### config.mk
export PLATFORM = sky130hd
export DESIGN_NAME = sbst_tap
export DESIGN_NICKNAME = d
export VERILOG_FILES = /design/src/design/sbst_pkg.sv /design/src/design/sbst_sync.sv /design/src/design/sbst_shreg.sv /design/src/design/sbst_tap.sv
export SDC_FILE = /design/constraint.sdc
export NUM_CORES = 1
export LEC_CHECK = 0
export BUFFER_PORTS_ARGS = -buffer_cell sky130_fd_sc_hd__buf_2
export CAP_MARGIN = 20
export CORE_MARGIN = 4
export CORE_UTILIZATION = 55
export CTS_CLUSTER_SIZE = 20
export DETAILED_ROUTE_END_ITERATION = 10
export PLACE_DENSITY = 0.78
export SYNTH_ARGS = -nofsm -noshare
export SYNTH_HDL_FRONTEND = slang
export SYNTH_SLANG_ARGS = --single-unit
### constraint.sdc
create_clock -name core_clk -period 1.75 [get_ports core_clk]
set_input_delay 0.0875 -clock core_clk [delete_from_list [all_inputs] [get_ports core_clk]]
set_output_delay 0.0875 -clock core_clk [all_outputs]
set_load 0.03 [all_outputs]
### src/design/sbst_pkg.sv
`default_nettype none
package sbst_pkg;
  // ==========================================================
  // scan register sizes
  localparam int IR_W = 3;
  localparam int ID_W = 32;
  localparam int BSR_LEN = 71;
  // ==========================================================
  // instruction codes
  localparam logic [IR_W-1:0] INS_EXTEST = 3'h0;
  localparam logic [IR_W-1:0] INS_IDCODE = 3'h1;
  localparam logic [IR_W-1:0] INS_SAMPZ = 3'h2;
  localparam logic [IR_W-1:0] INS_SAMPLE = 3'h4;
  localparam logic [IR_W-1:0] INS_BYPASS = 3'h7;
  localparam logic [IR_W-1:0] IR_CAP_VAL = 3'h1;
  localparam logic [1:0] IR_CAP_PATTERN = 2'h1;
  // ==========================================================
  // identification fields, defaults; device and maker codes arbitrary
  localparam logic [2:0] ID_REV_DEF = 3'h0;
  localparam logic [4:0] ID_DEPTH_DEF = 5'h0b;
  localparam logic [5:0] ID_WIDTH_DEF = 6'h29;
  localparam logic [5:0] ID_DEV_DEF = 6'h2a;
  localparam logic [10:0] ID_MAKER_DEF = 11'h155;
  localparam logic ID_PRESENT = 1'h1;
  // ==========================================================
  // timing
  localparam int CORE_CLK_NS = 50;
  localparam int TCK_MIN_CYCLE_NS = 50;
  localparam int TMS_RESET_RISES = 5;
  localparam int SYNC_STAGES = 2;
  // ==========================================================
  // register map
  localparam int AXI_ADDR_W = 4;
  localparam logic [AXI_ADDR_W-1:0] REG_CTRL = 4'h0;
  localparam logic [AXI_ADDR_W-1:0] REG_STATUS = 4'h4;
  localparam logic [AXI_ADDR_W-1:0] REG_IDVAL = 4'h8;
  localparam int CTRL_HOLD_BIT = 0;
  localparam int STAT_STATE_LSB = 0;
  localparam int STAT_IR_LSB = 4;
  localparam int STAT_HIZ_BIT = 8;
  localparam int STAT_DRIVE_BIT = 9;
  localparam logic [1:0] RESP_OKAY = 2'h0;
  localparam logic [1:0] RESP_SLVERR = 2'h2;
  // ==========================================================
  // controller states
  typedef enum logic [3:0] {
    ST_TLR, ST_RTI, ST_SEL_DR, ST_CAP_DR, ST_SH_DR, ST_EX1_DR, ST_PA_DR, ST_EX2_DR,
    ST_UPD_DR, ST_SEL_IR, ST_CAP_IR, ST_SH_IR, ST_EX1_IR, ST_PA_IR, ST_EX2_IR, ST_UPD_IR
  } sbst_state_e;
endpackage : sbst_pkg
`default_nettype wire

### src/design/sbst_sync.sv
`timescale 1ns/10ps
`default_nettype none
module sbst_sync #(
  parameter int W = 1
) (
  input wire logic clk,
  input wire logic arst_n,
  input wire logic [W-1:0] din,
  output logic [W-1:0] dout
);
  logic [W-1:0] meta_q;
  logic [W-1:0] meta_d;
  logic [W-1:0] sync_q;
  logic [W-1:0] sync_d;

  always_comb begin
    meta_d = din;
    sync_d = meta_q;
  end

  always_ff @(posedge clk or negedge arst_n) begin
    if (!arst_n) begin
      meta_q <= '0;
      sync_q <= '0;
    end else begin
      meta_q <= meta_d;
      sync_q <= sync_d;
    end
  end

  assign dout = sync_q;
endmodule : sbst_sync
`default_nettype wire

### src/design/sbst_shreg.sv
`timescale 1ns/10ps
`default_nettype none
// capture or shift right, serial in at the msb
module sbst_shreg #(
  parameter int W = 8
) (
  input wire logic clk,
  input wire logic arst_n,
  input wire logic cap,
  input wire logic shift,
  input wire logic [W-1:0] cap_val,
  input wire logic sin,
  output logic [W-1:0] q
);
  logic [W-1:0] sh_q;
  logic [W-1:0] sh_d;

  always_comb begin
    sh_d = sh_q;
    if (cap) begin
      sh_d = cap_val;
    end else if (shift) begin
      // same form for a one-bit register
      sh_d = (sh_q >> 1) | (W'(sin) << (W - 1));
    end
  end

  always_ff @(posedge clk or negedge arst_n) begin
    if (!arst_n) begin
      sh_q <= '0;
    end else begin
      sh_q <= sh_d;
    end
  end

  assign q = sh_q;
endmodule : sbst_shreg
`default_nettype wire

### src/design/sbst_tap.sv
// Notes on behaviour
// - five rising test clocks with select high reach reset state, memory untouched.
// - power up resets the port; serial output starts undriven.
// - only one data register sits between serial in and out.
// - serial input sampled on rising test clock, output changes on falling.
// - instruction register is three bits, shifted serially when selected.
// - instruction register holds identification code after power up and reset state.
// - capture-instruction loads binary 01 into the two lowest bits.
// - one-bit bypass register captures low under bypass.
// - capture-data loads pin values into boundary register, then shifts it.
// - boundary register msb at serial input, lsb drives serial output.
// - identification instruction captures hardwired 32-bit value, then shifts it out.
// - new instruction takes effect only at update-instruction.
// - all-zero code samples like sample, but forces memory outputs undriven.
// - port never drives memory inputs nor preloads buffers; only captures.
// - sample-high-impedance selects boundary register and forces memory outputs undriven.
// - sample instruction snapshots all pin values without affecting memory.
// - bypass instruction puts bypass bit in the serial path.
// - codes 000,001,010,100,111 implemented; 011,101,110 reserved.
// - identification fields revision, depth, width, device, maker, constant one.
// - select sampled on rising test clock; floating select reads high. Here tms has no pull-up and goes straight into the synchronizer.
// - serial output driven only in shift states, undriven otherwise.
`timescale 1ns/10ps
`default_nettype none
module sbst_tap
  import sbst_pkg::*;
#(
  parameter int BSR_W = BSR_LEN,
  parameter logic [2:0] ID_REV = ID_REV_DEF,
  parameter logic [4:0] ID_DEPTH = ID_DEPTH_DEF,
  parameter logic [5:0] ID_WIDTH = ID_WIDTH_DEF,
  // device and maker codes: arbitrary values
  parameter logic [5:0] ID_DEV = ID_DEV_DEF,
  parameter logic [10:0] ID_MAKER = ID_MAKER_DEF
) (
  input wire logic core_clk,
  input wire logic arst_n,
  input wire logic tck,
  input wire logic tms,
  input wire logic tdi,
  output logic tdo_o,
  output logic tdo_oe_n,
  input wire logic [BSR_W-1:0] pin_vals,
  output logic mem_out_hiz,
  input wire logic [AXI_ADDR_W-1:0] s_axi_awaddr,
  input wire logic s_axi_awvalid,
  output logic s_axi_awready,
  input wire logic [31:0] s_axi_wdata,
  input wire logic [3:0] s_axi_wstrb,
  input wire logic s_axi_wvalid,
  output logic s_axi_wready,
  output logic [1:0] s_axi_bresp,
  output logic s_axi_bvalid,
  input wire logic s_axi_bready,
  input wire logic [AXI_ADDR_W-1:0] s_axi_araddr,
  input wire logic s_axi_arvalid,
  output logic s_axi_arready,
  output logic [31:0] s_axi_rdata,
  output logic [1:0] s_axi_rresp,
  output logic s_axi_rvalid,
  input wire logic s_axi_rready
);
  // ==========================================================
  // helpers
  function automatic sbst_state_e fsm_next(input sbst_state_e s, input logic m);
    case (s)
      ST_TLR: fsm_next = m ? ST_TLR : ST_RTI;
      ST_RTI: fsm_next = m ? ST_SEL_DR : ST_RTI;
      ST_SEL_DR: fsm_next = m ? ST_SEL_IR : ST_CAP_DR;
      ST_CAP_DR: fsm_next = m ? ST_EX1_DR : ST_SH_DR;
      ST_SH_DR: fsm_next = m ? ST_EX1_DR : ST_SH_DR;
      ST_EX1_DR: fsm_next = m ? ST_UPD_DR : ST_PA_DR;
      ST_PA_DR: fsm_next = m ? ST_EX2_DR : ST_PA_DR;
      ST_EX2_DR: fsm_next = m ? ST_UPD_DR : ST_SH_DR;
      ST_UPD_DR: fsm_next = m ? ST_SEL_DR : ST_RTI;
      ST_SEL_IR: fsm_next = m ? ST_TLR : ST_CAP_IR;
      ST_CAP_IR: fsm_next = m ? ST_EX1_IR : ST_SH_IR;
      ST_SH_IR: fsm_next = m ? ST_EX1_IR : ST_SH_IR;
      ST_EX1_IR: fsm_next = m ? ST_UPD_IR : ST_PA_IR;
      ST_PA_IR: fsm_next = m ? ST_EX2_IR : ST_PA_IR;
      ST_EX2_IR: fsm_next = m ? ST_UPD_IR : ST_SH_IR;
      ST_UPD_IR: fsm_next = m ? ST_SEL_DR : ST_RTI;
      default: fsm_next = ST_TLR;
    endcase
  endfunction : fsm_next

  function automatic logic uses_bsr(input logic [IR_W-1:0] ins);
    uses_bsr = (ins == INS_EXTEST) || (ins == INS_SAMPZ) || (ins == INS_SAMPLE);
  endfunction : uses_bsr

  function automatic logic addr_hit(input logic [AXI_ADDR_W-1:0] a,
                                    input logic [AXI_ADDR_W-1:0] off);
    addr_hit = (a[AXI_ADDR_W-1:2] == off[AXI_ADDR_W-1:2]);
  endfunction : addr_hit

  // ==========================================================
  // pin sampling and test clock edges
  logic [2:0] jt_s;
  logic tck_s;
  logic tms_s;
  logic tdi_s;
  logic [BSR_W-1:0] pins_s;
  logic tck_prev_q;
  logic tck_prev_d;
  logic tck_rise;
  logic tck_fall;

  sbst_sync #(.W(3)) u_sync_jtag (
    .clk(core_clk),
    .arst_n(arst_n),
    .din({tck, tms, tdi}),
    .dout(jt_s)
  );
  sbst_sync #(.W(BSR_W)) u_sync_pins (
    .clk(core_clk),
    .arst_n(arst_n),
    .din(pin_vals),
    .dout(pins_s)
  );
  assign tck_s = jt_s[2];
  assign tms_s = jt_s[1];
  assign tdi_s = jt_s[0];
  assign tck_prev_d = tck_s;
  assign tck_rise = tck_s && !tck_prev_q;
  assign tck_fall = !tck_s && tck_prev_q;

  // ==========================================================
  // controller state and instruction
  sbst_state_e state_q;
  sbst_state_e state_d;
  logic [IR_W-1:0] ir_q;
  logic [IR_W-1:0] ir_d;
  logic [IR_W-1:0] ir_sh;
  logic hold_q;

  always_comb begin
    state_d = state_q;
    ir_d = ir_q;
    if (tck_rise) begin
      state_d = fsm_next(state_q, tms_s);
      if (state_q == ST_UPD_IR) begin
        ir_d = ir_sh;
      end
    end
    if (state_q == ST_TLR) begin
      ir_d = INS_IDCODE;
    end
    if (hold_q) begin
      state_d = ST_TLR;
    end
  end

  always_ff @(posedge core_clk or negedge arst_n) begin
    if (!arst_n) begin
      state_q <= ST_TLR;
      ir_q <= INS_IDCODE;
      tck_prev_q <= 1'b0;
    end else begin
      state_q <= state_d;
      ir_q <= ir_d;
      tck_prev_q <= tck_prev_d;
    end
  end

  // ==========================================================
  // scan registers
  logic cap_dr;
  logic sh_dr;
  logic [ID_W-1:0] id_val;
  logic [ID_W-1:0] id_sh;
  logic [BSR_W-1:0] bsr_sh;
  logic byp_q;
  logic byp_d;

  assign cap_dr = tck_rise && (state_q == ST_CAP_DR);
  assign sh_dr = tck_rise && (state_q == ST_SH_DR);
  assign id_val = {ID_REV, ID_DEPTH, ID_WIDTH, ID_DEV, ID_MAKER, ID_PRESENT};

  sbst_shreg #(.W(IR_W)) u_ir (
    .clk(core_clk),
    .arst_n(arst_n),
    .cap(tck_rise && (state_q == ST_CAP_IR)),
    .shift(tck_rise && (state_q == ST_SH_IR)),
    .cap_val(IR_CAP_VAL),
    .sin(tdi_s),
    .q(ir_sh)
  );
  sbst_shreg #(.W(ID_W)) u_id (
    .clk(core_clk),
    .arst_n(arst_n),
    .cap(cap_dr && (ir_q == INS_IDCODE)),
    .shift(sh_dr && (ir_q == INS_IDCODE)),
    .cap_val(id_val),
    .sin(tdi_s),
    .q(id_sh)
  );
  // capture only: no update stage feeds the pins
  sbst_shreg #(.W(BSR_W)) u_bsr (
    .clk(core_clk),
    .arst_n(arst_n),
    .cap(cap_dr && uses_bsr(ir_q)),
    .shift(sh_dr && uses_bsr(ir_q)),
    .cap_val(pins_s),
    .sin(tdi_s),
    .q(bsr_sh)
  );

  always_comb begin
    byp_d = byp_q;
    if (cap_dr && (ir_q != INS_IDCODE) && !uses_bsr(ir_q)) begin
      byp_d = 1'b0;
    end else if (sh_dr && (ir_q != INS_IDCODE) && !uses_bsr(ir_q)) begin
      byp_d = tdi_s;
    end
  end

  // ==========================================================
  // serial output on the falling edge
  logic tdo_q;
  logic tdo_d;
  logic oe_n_q;
  logic oe_n_d;
  logic hiz_q;
  logic hiz_d;

  always_comb begin
    tdo_d = tdo_q;
    oe_n_d = oe_n_q;
    if (tck_fall) begin
      oe_n_d = !((state_q == ST_SH_DR) || (state_q == ST_SH_IR));
      if (state_q == ST_SH_IR) begin
        tdo_d = ir_sh[0];
      end else if (ir_q == INS_IDCODE) begin
        tdo_d = id_sh[0];
      end else if (uses_bsr(ir_q)) begin
        tdo_d = bsr_sh[0];
      end else begin
        tdo_d = byp_q;
      end
    end
    hiz_d = (ir_q == INS_EXTEST) || (ir_q == INS_SAMPZ);
  end

  always_ff @(posedge core_clk or negedge arst_n) begin
    if (!arst_n) begin
      byp_q <= 1'b0;
      tdo_q <= 1'b0;
      oe_n_q <= 1'b1;
      hiz_q <= 1'b0;
    end else begin
      byp_q <= byp_d;
      tdo_q <= tdo_d;
      oe_n_q <= oe_n_d;
      hiz_q <= hiz_d;
    end
  end

  assign tdo_o = tdo_q;
  assign tdo_oe_n = oe_n_q;
  assign mem_out_hiz = hiz_q;

  // ==========================================================
  // register slave
  logic aw_got_q, aw_got_d, w_got_q, w_got_d, bvalid_q, bvalid_d;
  logic [AXI_ADDR_W-1:0] awaddr_q, awaddr_d;
  logic [31:0] wdata_q, wdata_d;
  logic wstrb0_q, wstrb0_d;
  logic [1:0] bresp_q, bresp_d;
  logic hold_d;
  logic rvalid_q, rvalid_d;
  logic [31:0] rdata_q, rdata_d;
  logic [1:0] rresp_q, rresp_d;

  assign s_axi_awready = !aw_got_q && !bvalid_q;
  assign s_axi_wready = !w_got_q && !bvalid_q;
  assign s_axi_arready = !rvalid_q;

  always_comb begin
    aw_got_d = aw_got_q;
    w_got_d = w_got_q;
    awaddr_d = awaddr_q;
    wdata_d = wdata_q;
    wstrb0_d = wstrb0_q;
    bvalid_d = bvalid_q;
    bresp_d = bresp_q;
    hold_d = hold_q;
    if (s_axi_awvalid && s_axi_awready) begin
      aw_got_d = 1'b1;
      awaddr_d = s_axi_awaddr;
    end
    if (s_axi_wvalid && s_axi_wready) begin
      w_got_d = 1'b1;
      wdata_d = s_axi_wdata;
      wstrb0_d = s_axi_wstrb[0];
    end
    if (bvalid_q && s_axi_bready) begin
      bvalid_d = 1'b0;
    end
    if (aw_got_q && w_got_q && !bvalid_q) begin
      aw_got_d = 1'b0;
      w_got_d = 1'b0;
      bvalid_d = 1'b1;
      bresp_d = RESP_OKAY;
      if (addr_hit(awaddr_q, REG_CTRL)) begin
        if (wstrb0_q) begin
          hold_d = wdata_q[CTRL_HOLD_BIT];
        end
      end else if (!addr_hit(awaddr_q, REG_STATUS) && !addr_hit(awaddr_q, REG_IDVAL)) begin
        bresp_d = RESP_SLVERR;
      end
    end
  end

  always_comb begin
    rvalid_d = rvalid_q;
    rdata_d = rdata_q;
    rresp_d = rresp_q;
    if (rvalid_q && s_axi_rready) begin
      rvalid_d = 1'b0;
    end
    if (s_axi_arvalid && s_axi_arready) begin
      rvalid_d = 1'b1;
      rdata_d = '0;
      rresp_d = RESP_OKAY;
      if (addr_hit(s_axi_araddr, REG_CTRL)) begin
        rdata_d[CTRL_HOLD_BIT] = hold_q;
      end else if (addr_hit(s_axi_araddr, REG_STATUS)) begin
        rdata_d[STAT_STATE_LSB +: 4] = state_q;
        rdata_d[STAT_IR_LSB +: IR_W] = ir_q;
        rdata_d[STAT_HIZ_BIT] = hiz_q;
        rdata_d[STAT_DRIVE_BIT] = !oe_n_q;
      end else if (addr_hit(s_axi_araddr, REG_IDVAL)) begin
        rdata_d = id_val;
      end else begin
        rresp_d = RESP_SLVERR;
      end
    end
  end

  always_ff @(posedge core_clk or negedge arst_n) begin
    if (!arst_n) begin
      aw_got_q <= 1'b0;
      w_got_q <= 1'b0;
      awaddr_q <= '0;
      wdata_q <= '0;
      wstrb0_q <= 1'b0;
      bvalid_q <= 1'b0;
      bresp_q <= RESP_OKAY;
      hold_q <= 1'b0;
      rvalid_q <= 1'b0;
      rdata_q <= '0;
      rresp_q <= RESP_OKAY;
    end else begin
      aw_got_q <= aw_got_d;
      w_got_q <= w_got_d;
      awaddr_q <= awaddr_d;
      wdata_q <= wdata_d;
      wstrb0_q <= wstrb0_d;
      bvalid_q <= bvalid_d;
      bresp_q <= bresp_d;
      hold_q <= hold_d;
      rvalid_q <= rvalid_d;
      rdata_q <= rdata_d;
      rresp_q <= rresp_d;
    end
  end

  assign s_axi_bvalid = bvalid_q;
  assign s_axi_bresp = bresp_q;
  assign s_axi_rvalid = rvalid_q;
  assign s_axi_rdata = rdata_q;
  assign s_axi_rresp = rresp_q;

  // ==========================================================
  // checks
  logic [2:0] ones_q;
  logic [2:0] ones_d;
  localparam logic [2:0] ONES_MAX = 3'(TMS_RESET_RISES);

  always_comb begin
    ones_d = ones_q;
    if (tck_rise) begin
      ones_d = !tms_s ? 3'h0 : ((ones_q == ONES_MAX) ? ones_q : ones_q + 3'h1);
    end
  end

  always_ff @(posedge core_clk or negedge arst_n) begin
    if (!arst_n) begin
      ones_q <= 3'h0;
    end else begin
      ones_q <= ones_d;
    end
  end
endmodule : sbst_tap
`default_nettype wire

# == Word level (Yosys, flattened, before mapping) ==
# Index checks and enable logic that the tools add are counted.
# word_totals
register_bits,313
latch_bits,0
mem_bits_rw,0
rom_bits,0
inputBits,125
out_inout_bits,44
wordCells,158
n_memories,0
# classes
n_addsub,0
multipliers,0
div,0
magnitude_cmp,0
n_eq_ne,23
shift,0
muxes,49
bitwise_logic,3
reduce_logical,58
# ops
cell,count
71-bit two-way mux,2
70-bit by 71-bit OR with 71-bit output,1
32-bit two-way mux,2
4-bit case mux with 12 select lines,1
4-bit equality test (second input constant),8
31-bit by 32-bit OR with 32-bit output,1
31-bit two-way mux,1
28-bit two-way mux,1
1-bit logical AND,24
4-bit two-way mux,6
2-bit nonzero test,11
3-bit two-way mux,7
1-bit two-way mux,18
18-bit two-way mux,1
2-bit two-way mux,9
4-bit by 3-bit equality test with 1-bit output (second input constant),4
1-bit logical NOT,11
4-bit by 2-bit equality test with 1-bit output (second input constant),2
7-bit two-way mux,1
2-bit by 1-bit equality test with 1-bit output (second input constant),2
2-bit equality test (second input constant),2
4-bit by 1-bit equality test with 1-bit output (second input constant),1
2-bit logical NOT,2
4-bit logical NOT,1
11 further kinds,14

# == Longest topological paths before layout ==
# Gate-level depths: netlist of run 1.
# depth
ltp_word,7
mapped_depth,8
depth_no_buf,4

# == By module ==
# From an unflattened synthesis of run 1, not the netlist that was laid out.
# unflattened
hier_cells,807
hier_area_um2,10596.4
# by_module_without_submodules
module,n_inst,cells_each,area_per_inst_um2,seq_area_each_um2
sbst_sync at u_sync_pins,1,142,3553.4,3553.4
sbst_shreg at u_bsr,1,307,3362.0,1776.7
sbst_tap,1,201,1884.3,828.3
sbst_shreg at u_id,1,139,1515.2,800.8
sbst_sync at u_sync_jtag,1,6,150.1,150.1
sbst_shreg at u_ir,1,12,131.4,75.1

# == Worst setup path after synthesis of run 1 ==
# Ideal clock, no wire load.
# synth_timing
path_type,register to register
from,"register bvalid_q, in the netlist s_axi_bvalid"
to,register wdata_q[0]
setup_ns,0.125
arrival_time_ns,1.536
required_time_ns,1.625
setup_slack_ns,0.090
stages_incl_launch_ff,4
path_buffers,0
synth_period_minus_slack_ns,1.660
path_cell_list,dfrtp_1 nor2_1 and2_1 mux2_2
# synth_between
elab_chain_len,3
# synth_rtl
element,line,rtl
start: declaration,sbst_tap.sv:264,"logic aw_got_q, aw_got_d, w_got_q, w_got_d, bvalid_q, bvalid_d;"
start signal: assignment,sbst_tap.sv:359,bvalid_q <= bvalid_d;
1-bit logical NOT,sbst_tap.sv:275,assign s_axi_wready = !w_got_q && !bvalid_q;
1-bit logical AND,sbst_tap.sv:275,
via s_axi_wready,sbst_tap.sv:51,"output logic s_axi_wready,"
1-bit logical AND,sbst_tap.sv:291,if (s_axi_wvalid && s_axi_wready) begin
end signal: assignment,sbst_tap.sv:357,wdata_q <= wdata_d;
end: declaration,sbst_tap.sv:266,"logic [31:0] wdata_q, wdata_d;"
# The timed path passes the listed nets, and every way through them passes these cells.
# A chain may end at the register's enable or synchronous reset.

# == Worst setup path in the final report of run 1 ==
# layout_timing
from,register tck_prev_q
to,"register u_bsr.sh_q[51], in the netlist u_bsr.q[51]"
# layout_between
elab_chain_len,5
word_cells_on_any_way,8
cone_classes,mux (1); reduce/logical (7)
# layout_rtl
element,line,rtl
start: declaration,sbst_tap.sv:103,logic tck_prev_q;
start signal: assignment,sbst_tap.sv:161,tck_prev_q <= tck_prev_d;
1-bit logical NOT (*),sbst_tap.sv:124,assign tck_rise = tck_s && !tck_prev_q;
1-bit logical AND (*),sbst_tap.sv:124,
1-bit logical AND (on tied branches),"sbst_tap.sv:175, sbst_tap.sv:176",
1-bit logical AND (on tied branches),"sbst_tap.sv:201, sbst_tap.sv:202",
71-bit two-way mux or 2-bit nonzero test (tied branches),-,
end signal: assignment,sbst_shreg.sv:30,sh_q <= '0;
end signal: assignment,sbst_shreg.sv:32,sh_q <= sh_d;
end: declaration,sbst_shreg.sv:15,logic [W-1:0] sh_q;
# Every way passes the cells marked *; elsewhere a longest branch is shown, timed or not.

==> flow_summary_export.csv, run 1 <==
group,metric,value,unit
status,status,"finished, final reports clean",
layout,seqCellArea,0.00719,mm^2
synth,ys_top_cells_by_area,"dfrtp_1 (69%), mux2i_1 (7.2%), nand2_1 (5.0%), o21ai_1 (5.0%), buf_4 (2.1%)",
hold_path,hold_start,"s_axi_arvalid",
synth,ys.flop_type,"dfrtp_1",
die,die_h,145,um
global_routing,globalRoute.totalOverflow,0,
critical_path,r2r_slack,0.08,ns
critical_path,crit_fanout,12,
synth,synth_area_leader_cell,"dfrtp_1",
power_and_ir_drop,p_comb_share,11.5,%
route,detail-route-antenna-nets,0,
synth,yosys-top-cells-count,"dfrtp_1 (285), nand2_1 (138), o21ai_1 (102)",
critical_path,reg2regPathDepth,6,
synth,synth_cell_type_count,52,
layout,syn_to_final_growth,27.0,%
synth,yosys_warnings,0,
power_and_ir_drop,p_per_area,1150,mW/mm^2
route,routed_via_density,5.18,
layout,final_nets,1141,
place,post-dp-hpwl,10900,um
timing,hold_viol_final,0,
route,drt-total-wl,20300,um
synth,ys_seq_area_share,69.9,%
critical_path,r2r_end,"u_bsr.q[51]",
timing,fmax,597,MHz
flow_run,max-cap-violations,0,
layout,multi_input_area,0.00267,mm^2
clocking,cts_tree,"done",
synth,syn-cell-area,0.0103,mm^2
layout,drive_gt1_share,21.1,%
timing,finClkSkew,0.00824,ns
power_and_ir_drop,power_switching,3.67,mW
hold_path,min-delay-path-class,"input pin to register",
power_and_ir_drop,clkPwrFrac,39.4,%
global_routing,grt_max_degree,53,
synth,yosysMostFrequentCell,"dfrtp_1",
layout,fin_cells,1264,
timing,period_needed,1.67,ns
clocking,cts_root_buf,"clkbuf_16",
route,drc_errors,0,
power_and_ir_drop,peakVddDrop,1.04,mV
die,core-area,0.0181,mm^2
route,num_vias,6543,
global_routing,antenna_found_initial,1,
synth,synth.avg_cell_area,12.8,um^2
critical_path,crit_path_end_kind,"register",
power_and_ir_drop,p_seq_share,49.1,%
timing,fin_crit_sh,95.7,%
synth,synth_top_area_share,69.4,%
place,dp.cells,1121,
critical_path,arrival,2.08,ns
critical_path,required,2.16,ns
clocking,path_clk_slew,0.06,ns
global_routing,grt_pass1_wl,32400,um
timing,slew_headroom,64.7,%
place,io_buffers,115,
critical_path,startpoint_type,"register",
hold_path,hold_path_depth,3,
critical_path,worstSetupPathType,"register to register",
die,die_x,145,um
power_and_ir_drop,p_leak,6.37,nW
synth,synth_edf_count,0,
route,first_iter_violations,384,
die,num_io_pins,169,
synth,async_flop_share,100,%
synth,synthCells,801,
timing,slew_violations,0,
die,dieArea,0.0209,mm^2
timing,fin_tns_setup,0,ns
power_and_ir_drop,intPower,11.4,mW
place,gp_congestion,0.831,
die,row_count,49,
clocking,numCtsBuffers,28,
clocking,clock_latency,0.52,ns
timing,setup-violations-final,0,
route,wl_per_cell,16.0,um
die,initial_utilization,56.6,%
global_routing,grt_use_total,19.3,%
hold_path,holdPathEnd,"s_axi_rdata[2]",
route,drt_pass1_iterations,5,
clocking,cts_max_level,1,
global_routing,grt_pass1_vias,6665,
timing,worst_pin_slew,0.525,ns
layout,fillers,1154,
power_and_ir_drop,swShare,24.4,%
synth,synth-seq-cells,287,
clocking,clkSinkCount,287,
power_and_ir_drop,fin_total_pwr,15.0,mW
critical_path,r2r-start,"tck_prev_q",
clocking,clk_path_buf_depth,3,
-- area by class of cell --
type                    count  share of cell area (%)
flip-flops and latches    287                    55.1
multi-input cells         451                    20.4
repair buffers            238                    15.0
clock buffers              42                    6.39
well taps                 229                    2.20
clock inverters             6                   0.614
inverters                  10                   0.288
diodes                      1                  0.0192
-- metrics by stage --
step / util, % / hold slack (ns) / worst slack (ns) / instance area, um^2
CTS: 71.2 / 0.0354 / 0.00848 / 12900
finish: 71.9 / 0.0549 / 0.0757 / 13100
floorplan: - / -0.208 / 0.0895 / 10300
global route: 71.9 / 0.0706 / -0.00881 / 13100
global placement: 61.4 / 0.0124 / 0.120 / 11100
detailed placement: 61.4 / 0.0104 / 0.0583 / 11100
-- state kept, by name (all words and copies together), names as in the netlist, 2 cells and up --
name,cells
u_sync_pins.meta_q,71
u_sync_jtag.meta_q,3
s_axi_rdata,10
state_q,4
ir_q,3
u_bsr.q,71
u_sync_pins.dout,71
u_sync_jtag.dout,3
u_id.q,32
awaddr_q,2
u_ir.q,3
-- kinds of logic (layout without fill, tap and decap cells) --
kind of cell    after synthesis  in the layout  share of synthesized area, %
simple gates                197            197                          8.39
other cells                   1             16                        0.0365
compound gates              158            158                          8.76
mux                          80             80                          7.86
buf+inv                      77            296                          4.98
flops                       287            287                          69.9
xor+xnor                      1              1                        0.0852
-- how the worst max path moves through the flow --
stage,startpoint,endpoint,depth (start not counted)
floorplan,s_axi_bvalid,wdata_q[0],3
global placement,state_q[1],u_bsr.q[67],5
detailed placement,state_q[1],u_bsr.q[15],6
CTS,state_q[1],u_bsr.q[68],6
global route,state_q[1],u_bsr.q[8],6
finish,tck_prev_q,u_bsr.q[51],6
-- power by group through the flow --
| stage | clock network, mW | registers [mW] | logic, mW |
|---|---|---|---|
| finish | 5.92 | 7.37 | 1.73 |
| global route | 6.33 | 7.43 | 1.91 |
| CTS | 5.98 | 7.36 | 1.67 |
| floorplan | 0 | 7.52 | 0.904 |
| detailed placement | 0 | 7.48 | 1.48 |
| global placement | 0 | 7.45 | 1.45 |
-- placed cells by master, fill, tap and decap left out, types with 3 or more instances in the layout --
cell type      Yosys  final
a21oi_1           11     11
a22o_1             4      4
a31oi_1            5      5
and3_1             4      4
buf_12             0     14
buf_2             13    114
buf_4             29     19
clkbuf_1          11      7
clkbuf_16          0     31
clkbuf_8           0      6
clkinv_2           0      4
conb_1             1     15
dfrtp_1          285    282
dfrtp_2            0      3
dlygate4sd3_1      0     87
inv_1             10     10
mux2_2             6      6
mux2i_1           74     72
nand2_1          138    138
nand2b_1           3      3
nand3_1            4      4
nor2_1            28     26
nor2b_1            6      6
o21ai_0           18     18
o21ai_1          102    102
-- routing by layer --
layer | GRT usage (%) | routed length, um | vias up
met2 | 33.4 | 10600 | 218
met3 | 3.25 | 1040 | 54
met5 | 0 | 0 | -
met4 | 6.33 | 700 | 0
met1 | 25.0 | 7980 | 3182
li1 | - | - | 3089
-- worst max-delay path: stages (launching register included) --
cell     delay, ns
dfrtp_1       0.42
and2b_4       0.26
nand4_1       0.19
buf_12        0.23
buf_4         0.18
mux2i_1       0.19
o21ai_1       0.08
-- timing repair --
| action | 4_1_cts | 5_1_grt |
|---|---|---|
| endpoints found under the setup margin | 0 | 45 |
| buffers inserted | 0 | 5 |
| gates resized for setup | 0 | 12 |
| hold endpoints to repair | 371 | 0 |
| hold buffers | 87 | 0 |
(Power assumes the default switching activity.)
==> run 2: changes to the inputs <==
Settings changed: CTS_BUF_LIST set to sky130_fd_sc_hd__clkbuf_2.
==> run 2 against run 1 <==
  * Via count up 9.6%
  * Global-route usage rose by 4.1 points
  * Sequential share of layout area fell by 2.0 points
  * Clock skew rose by 0.085 ns
  * Sequential cell count unchanged
  * Power down 9.6%
  * Non-clock buffer count rose by 83
  * Utilization increased by 2.7 points
  * Clock power is 27% lower
  * Critical path type unchanged
  * Largest power group unchanged
==> flow_summary_export.csv, run 2 (synthesis results as in run 1) <==
group,metric,value,unit
critical_path,r2r_end,"u_bsr.q[66]",
layout,final_cell_mix,"dfrtp_1 (281), dlygate4sd3_1 (168), nand2_1 (137), buf_2 (114), o21ai_1 (102)",
layout,layout_commonest_cell,"dfrtp_1",
timing,period_needed,1.70,ns
power_and_ir_drop,p_per_area,1000,mW/mm^2
route,drc_errors,0,
critical_path,r2r-start,"state_q[1]",
flow_run,max-cap-violations,0,
global_routing,grt_use_total,23.4,%
route,detail-route-antenna-nets,0,
place,placed_cell_area,0.0111,mm^2
critical_path,worstSetupPathType,"register to register",
global_routing,antenna_found_initial,1,
hold_path,min-delay-path-class,"input pin to register",
die,num_io_pins,169,
global_routing,grt_pass1_wl,37800,um
global_routing,globalRoute.totalOverflow,0,
layout,fin_cells,1404,
hold_path,holdPathEnd,"awaddr_q[2]",
status,status,"finished, final reports clean",
layout,final_nets,1265,
die,die_h,145,um
critical_path,crit_fanout,47,
die,dieArea,0.0209,mm^2
route,drt-total-wl,23400,um
critical_path,arrival,2.40,ns
timing,fmax,589,MHz
clocking,clkSinkCount,287,
die,initial_utilization,56.6,%
critical_path,reg2regPathDepth,6,
layout,fillers,1119,
route,num_vias,7171,
hold_path,hold_path_depth,3,
clocking,cts_root_buf,"clkbuf_2",
critical_path,crit_path_end_kind,"register",
timing,worst_pin_slew,0.543,ns
power_and_ir_drop,p_leak,6.71,nW
critical_path,required,2.45,ns
clocking,numCtsBuffers,69,
global_routing,grt_max_degree,53,
route,routed_via_density,5.11,
clocking,cts_tree,"done",
power_and_ir_drop,fin_total_pwr,13.6,mW
route,drt_pass1_iterations,4,
clocking,clk_path_buf_depth,3,
hold_path,hold_start,"s_axi_awaddr[2]",
global_routing,grt_pass1_vias,7743,
clocking,path_clk_slew,0.10,ns
die,core-area,0.0181,mm^2
power_and_ir_drop,peakVddDrop,0.808,mV
layout,drive_gt1_share,23.5,%
timing,finClkSkew,0.0937,ns
layout,design_area,0.0135,mm^2
critical_path,startpoint_type,"register",
timing,hold_viol_final,0,
place,post-dp-hpwl,10900,um
timing,slew_violations,0,
route,first_iter_violations,386,
place,dp.cells,1121,
place,io_buffers,115,
route,wl_per_cell,16.6,um
timing,fin_crit_sh,97.0,%
timing,slew_headroom,63.5,%
die,row_count,49,
timing,hold_slack,0.0872,ns
clocking,clock_latency,0.84,ns
critical_path,r2r_slack,0.05,ns
layout,syn_to_final_growth,31.7,%
place,gp_congestion,0.831,
die,die_x,145,um
clocking,cts_max_level,3,
timing,setup-violations-final,0,
run 2: area by class of cell:
class | count | area [um^2] | area share, %
Clock buffer | 92 | 460 | 3.40
Sequential cell | 287 | 7190 | 53.1
Tap cell | 229 | 287 | 2.12
Multi-Input combinational cell | 451 | 2650 | 19.6
Antenna cell | 1 | 2.50 | 0.0185
Timing Repair Buffer | 321 | 2800 | 20.7
Inverter | 10 | 37.5 | 0.277
Clock inverter | 13 | 111 | 0.823
run 2: worst max-delay path by stage:
stage | from | to | depth (start not counted)
after floorplan | s_axi_bvalid | wdata_q[0] | 3
after global placement | state_q[1] | u_bsr.q[67] | 5
after detailed placement | state_q[1] | u_bsr.q[15] | 6
after CTS | state_q[1] | u_bsr.q[68] | 6
after global routing | state_q[3] | u_bsr.q[35] | 6
final | state_q[1] | u_bsr.q[66] | 6
run 2: metal layers:
| metal | global-route usage, % | wire (um) | vias up | share of wire, % |
|---|---|---|---|---|
| met5 | 0 | 0 | - | 0 |
| met4 | 10.7 | 923 | 0 | 3.9 |
| met3 | 5.69 | 1100 | 72 | 4.7 |
| met2 | 41.7 | 12600 | 243 | 54 |
| met1 | 26.6 | 8710 | 3497 | 37 |
| li1 | - | - | 3359 | - |
run 2: where the power goes:
| group | total (mW) | internal [mW] | leakage [nW] | switching [mW] |
|---|---|---|---|---|
| Clock | 4.31 | 1.69 | 0.436 | 2.62 |
| Sequential | 7.37 | 7.06 | 3.62 | 0.308 |
| Combinational | 1.90 | 0.856 | 2.66 | 1.04 |
| Total | 13.6 | 9.61 | 6.71 | 3.97 |
run 2: critical path, cell delays in order (launching register included):
cell and delay [ns]:
dfrtp_2 0.49, and3b_2 0.27, o211ai_4 0.24, buf_12 0.20
buf_16 0.21, nand2_1 0.09, o21ai_1 0.10
run 2: timing repair:
item                                    4_1_cts  5_1_grt
hold buffers                                169        0
endpoints found under the setup margin        0       47
resized for setup                             0       10
hold endpoints to repair                    380        0
setup buffers                                 0        6
run 2: through the flow:
step / util, % / setup TNS (ns) / worst slack [ns]
global route: 74.6 / -0.0215 / -0.00780
CTS: 73.9 / 0 / 0.00620
floorplan: - / 0 / 0.0895
finish: 74.6 / 0 / 0.0521
detailed placement: 61.4 / 0 / 0.0583
global placement: 61.4 / 0 / 0.120
==> run 3: changes to the inputs <==
==> constraint.sdc (replaced) <==
create_clock -name core_clk -period 1.75 [get_ports core_clk]
set_input_delay 0.35 -clock core_clk [delete_from_list [all_inputs] [get_ports core_clk]]
set_output_delay 0.35 -clock core_clk [all_outputs]
set_load 0.03 [all_outputs]
==> run 3 against run 2 <==
  * The run now ends with negative setup slack left
  * Utilization down 3.4 points
  * Register-to-register slack hardly changed
  * Hold slack better by 0.063 ns
  * Power grew 0.63%
  * Clock power about the same
  * Design area shrank 4.6%
  * Sequential power about the same
  * Critical endpoint is now s_axi_wready
  * Highest routed layer unchanged
==> flow_summary_export.csv, run 3 (synthesis results as in run 1) <==
group,metric,value,unit
route,num_vias,6686,
die,die_x,145,um
critical_path,startpoint_type,"register",
place,io_buffers,115,
critical_path,r2r_end,"u_bsr.q[62]",
layout,drive_gt1_share,26.4,%
critical_path,path_cells,"nor2_2 -> buf_4",
timing,grt_setup_unrepaired,"true",
critical_path,cp_slowest_cell,"dfrtp_1",
timing,slew_violations,0,
route,drt_pass1_iterations,4,
timing,hold_slack,0.150,ns
power_and_ir_drop,p_per_area,1060,mW/mm^2
route,detail-route-antenna-nets,0,
timing,fmax,540,MHz
die,die_h,145,um
global_routing,grt_pass1_vias,6996,
clocking,clock_latency,0.80,ns
critical_path,r2r-start,"state_q[2]",
timing,hold_viol_final,0,
timing,fin_tns_setup,-1.32,ns
hold_path,min-delay-path-class,"input pin to async pin",
timing,layout_setup_ws,-0.101,ns
die,core-area,0.0181,mm^2
power_and_ir_drop,p_leak,6.47,nW
global_routing,antenna_found_initial,1,
timing,setup-violations-final,15,
timing,worst_pin_slew,0.876,ns
clocking,cts_root_buf,"clkbuf_2",
route,routed_via_density,4.94,
timing,finClkSkew,0.0512,ns
die,initial_utilization,56.6,%
critical_path,cp_slowest_stage_delay,0.43,ns
place,gp_congestion,0.832,
clocking,numCtsBuffers,69,
global_routing,grt_use_total,20.1,%
critical_path,crit_path_end_kind,"output pin",
critical_path,startpoint,"s_axi_bvalid",
critical_path,crit_fanout,4,
layout,syn_to_final_growth,25.6,%
critical_path,r2r_slack,0.04,ns
clocking,path_clk_slew,0.12,ns
critical_path,required,1.40,ns
layout,final_cell_mix,"dfrtp_1 (282), nand2_1 (138), clkbuf_2 (107), o21ai_1 (102), dlygate4sd3_1 (90)",
flow_run,max-cap-violations,0,
critical_path,arrival,1.50,ns
place,post-dp-hpwl,10800,um
critical_path,worstSetupPathType,"register to output pin",
timing,slew_headroom,41.4,%
layout,final_nets,1194,
status,status,"finished with violations",
global_routing,grt_pass1_wl,33300,um
route,first_iter_violations,331,
global_routing,grt_max_degree,73,
power_and_ir_drop,peakVddDrop,0.721,mV
status,violations,"negative setup slack",
clocking,cts_max_level,3,
route,wl_per_cell,15.0,um
die,num_io_pins,169,
layout,layout_commonest_cell,"dfrtp_1",
global_routing,globalRoute.totalOverflow,0,
timing,fin_crit_sh,106,%
route,drc_errors,0,
critical_path,reg2regPathDepth,6,
die,dieArea,0.0209,mm^2
timing,period_needed,1.85,ns
clocking,clk_path_buf_depth,3,
die,row_count,49,
clocking,clkSinkCount,287,
clocking,cts_tree,"done",
route,drt-total-wl,20300,um
## run 3: cell count changes in the layout (fill, tap and decap cells not counted), moves of 2 or more
cell and change:
buf_6 +18, clkinv_1 +5, clkinv_2 +2, buf_12 -4, clkbuf_2 +15, buf_4 +24
buf_2 -29, dlygate4sd3_1 -78
## run 3: final cells by class
cell class / count / area (um^2)
sequential: 287 / 7190
antenna: 1 / 2.50
fill: 1190 / 5230
inverter: 10 / 37.5
clock buffer: 107 / 536
timing repair buffer: 250 / 2120
tap: 229 / 287
multi-input combinational: 451 / 2650
clock inverter: 18 / 101
## run 3: worst max path at each step
stage | endpoint | cells past startpoint
6_report | s_axi_wready | 2
4_1_cts | s_axi_wready | 2
2_1_floorplan | wdata_q[0] | 3
3_3_place_gp | u_bsr.q[53] | 4
3_5_place_dp | u_bsr.q[20] | 5
5_1_grt | s_axi_wready | 2
## run 3: per-layer routing
layer	wire (um)	track usage (%)
met1	8220	24.3
met3	967	5.88
met2	10600	33.9
met5	0	0
met4	465	8.49
## run 3: repair_timing
action / CTS / global route
gates cloned: 0 / 1
buffers inserted: 11 / 8
endpoints found under the setup margin: 31 / 110
pin swaps: 1 / 2
hold buffers: 90 / 0
endpoints found under the hold margin: 380 / 0
resized for setup: 49 / 5
## run 3: through the flow
| stage | util (%) | total power [mW] | setup slack, ns | cells | area [um^2] |
|---|---|---|---|---|---|
| after global placement | 60.9 | 8.90 | 0.0611 | 1117 | 11100 |
| final | 71.2 | 13.7 | -0.101 | 1353 | 12900 |
| after detailed placement | 60.9 | 8.95 | 0.0276 | 1117 | 11100 |
| after global routing | 71.2 | 14.5 | -0.242 | 1353 | 12900 |
| after floorplan | - | 8.43 | 0.0895 | 815 | 10300 |
| after CTS | 70.6 | 13.7 | -0.198 | 1343 | 12800 |
## run 3: worst max-delay path, delay by kind of cell (launching register included)
family,cells,cell delay (ns)
buffers and inverters,1,0.17
AND/OR/NAND/NOR,1,0.12
flip-flops,1,0.43
## run 3: power breakdown
group,switching (mW),internal [mW]
logic,1.06,0.930
registers,0.288,7.06
clock network,2.56,1.77
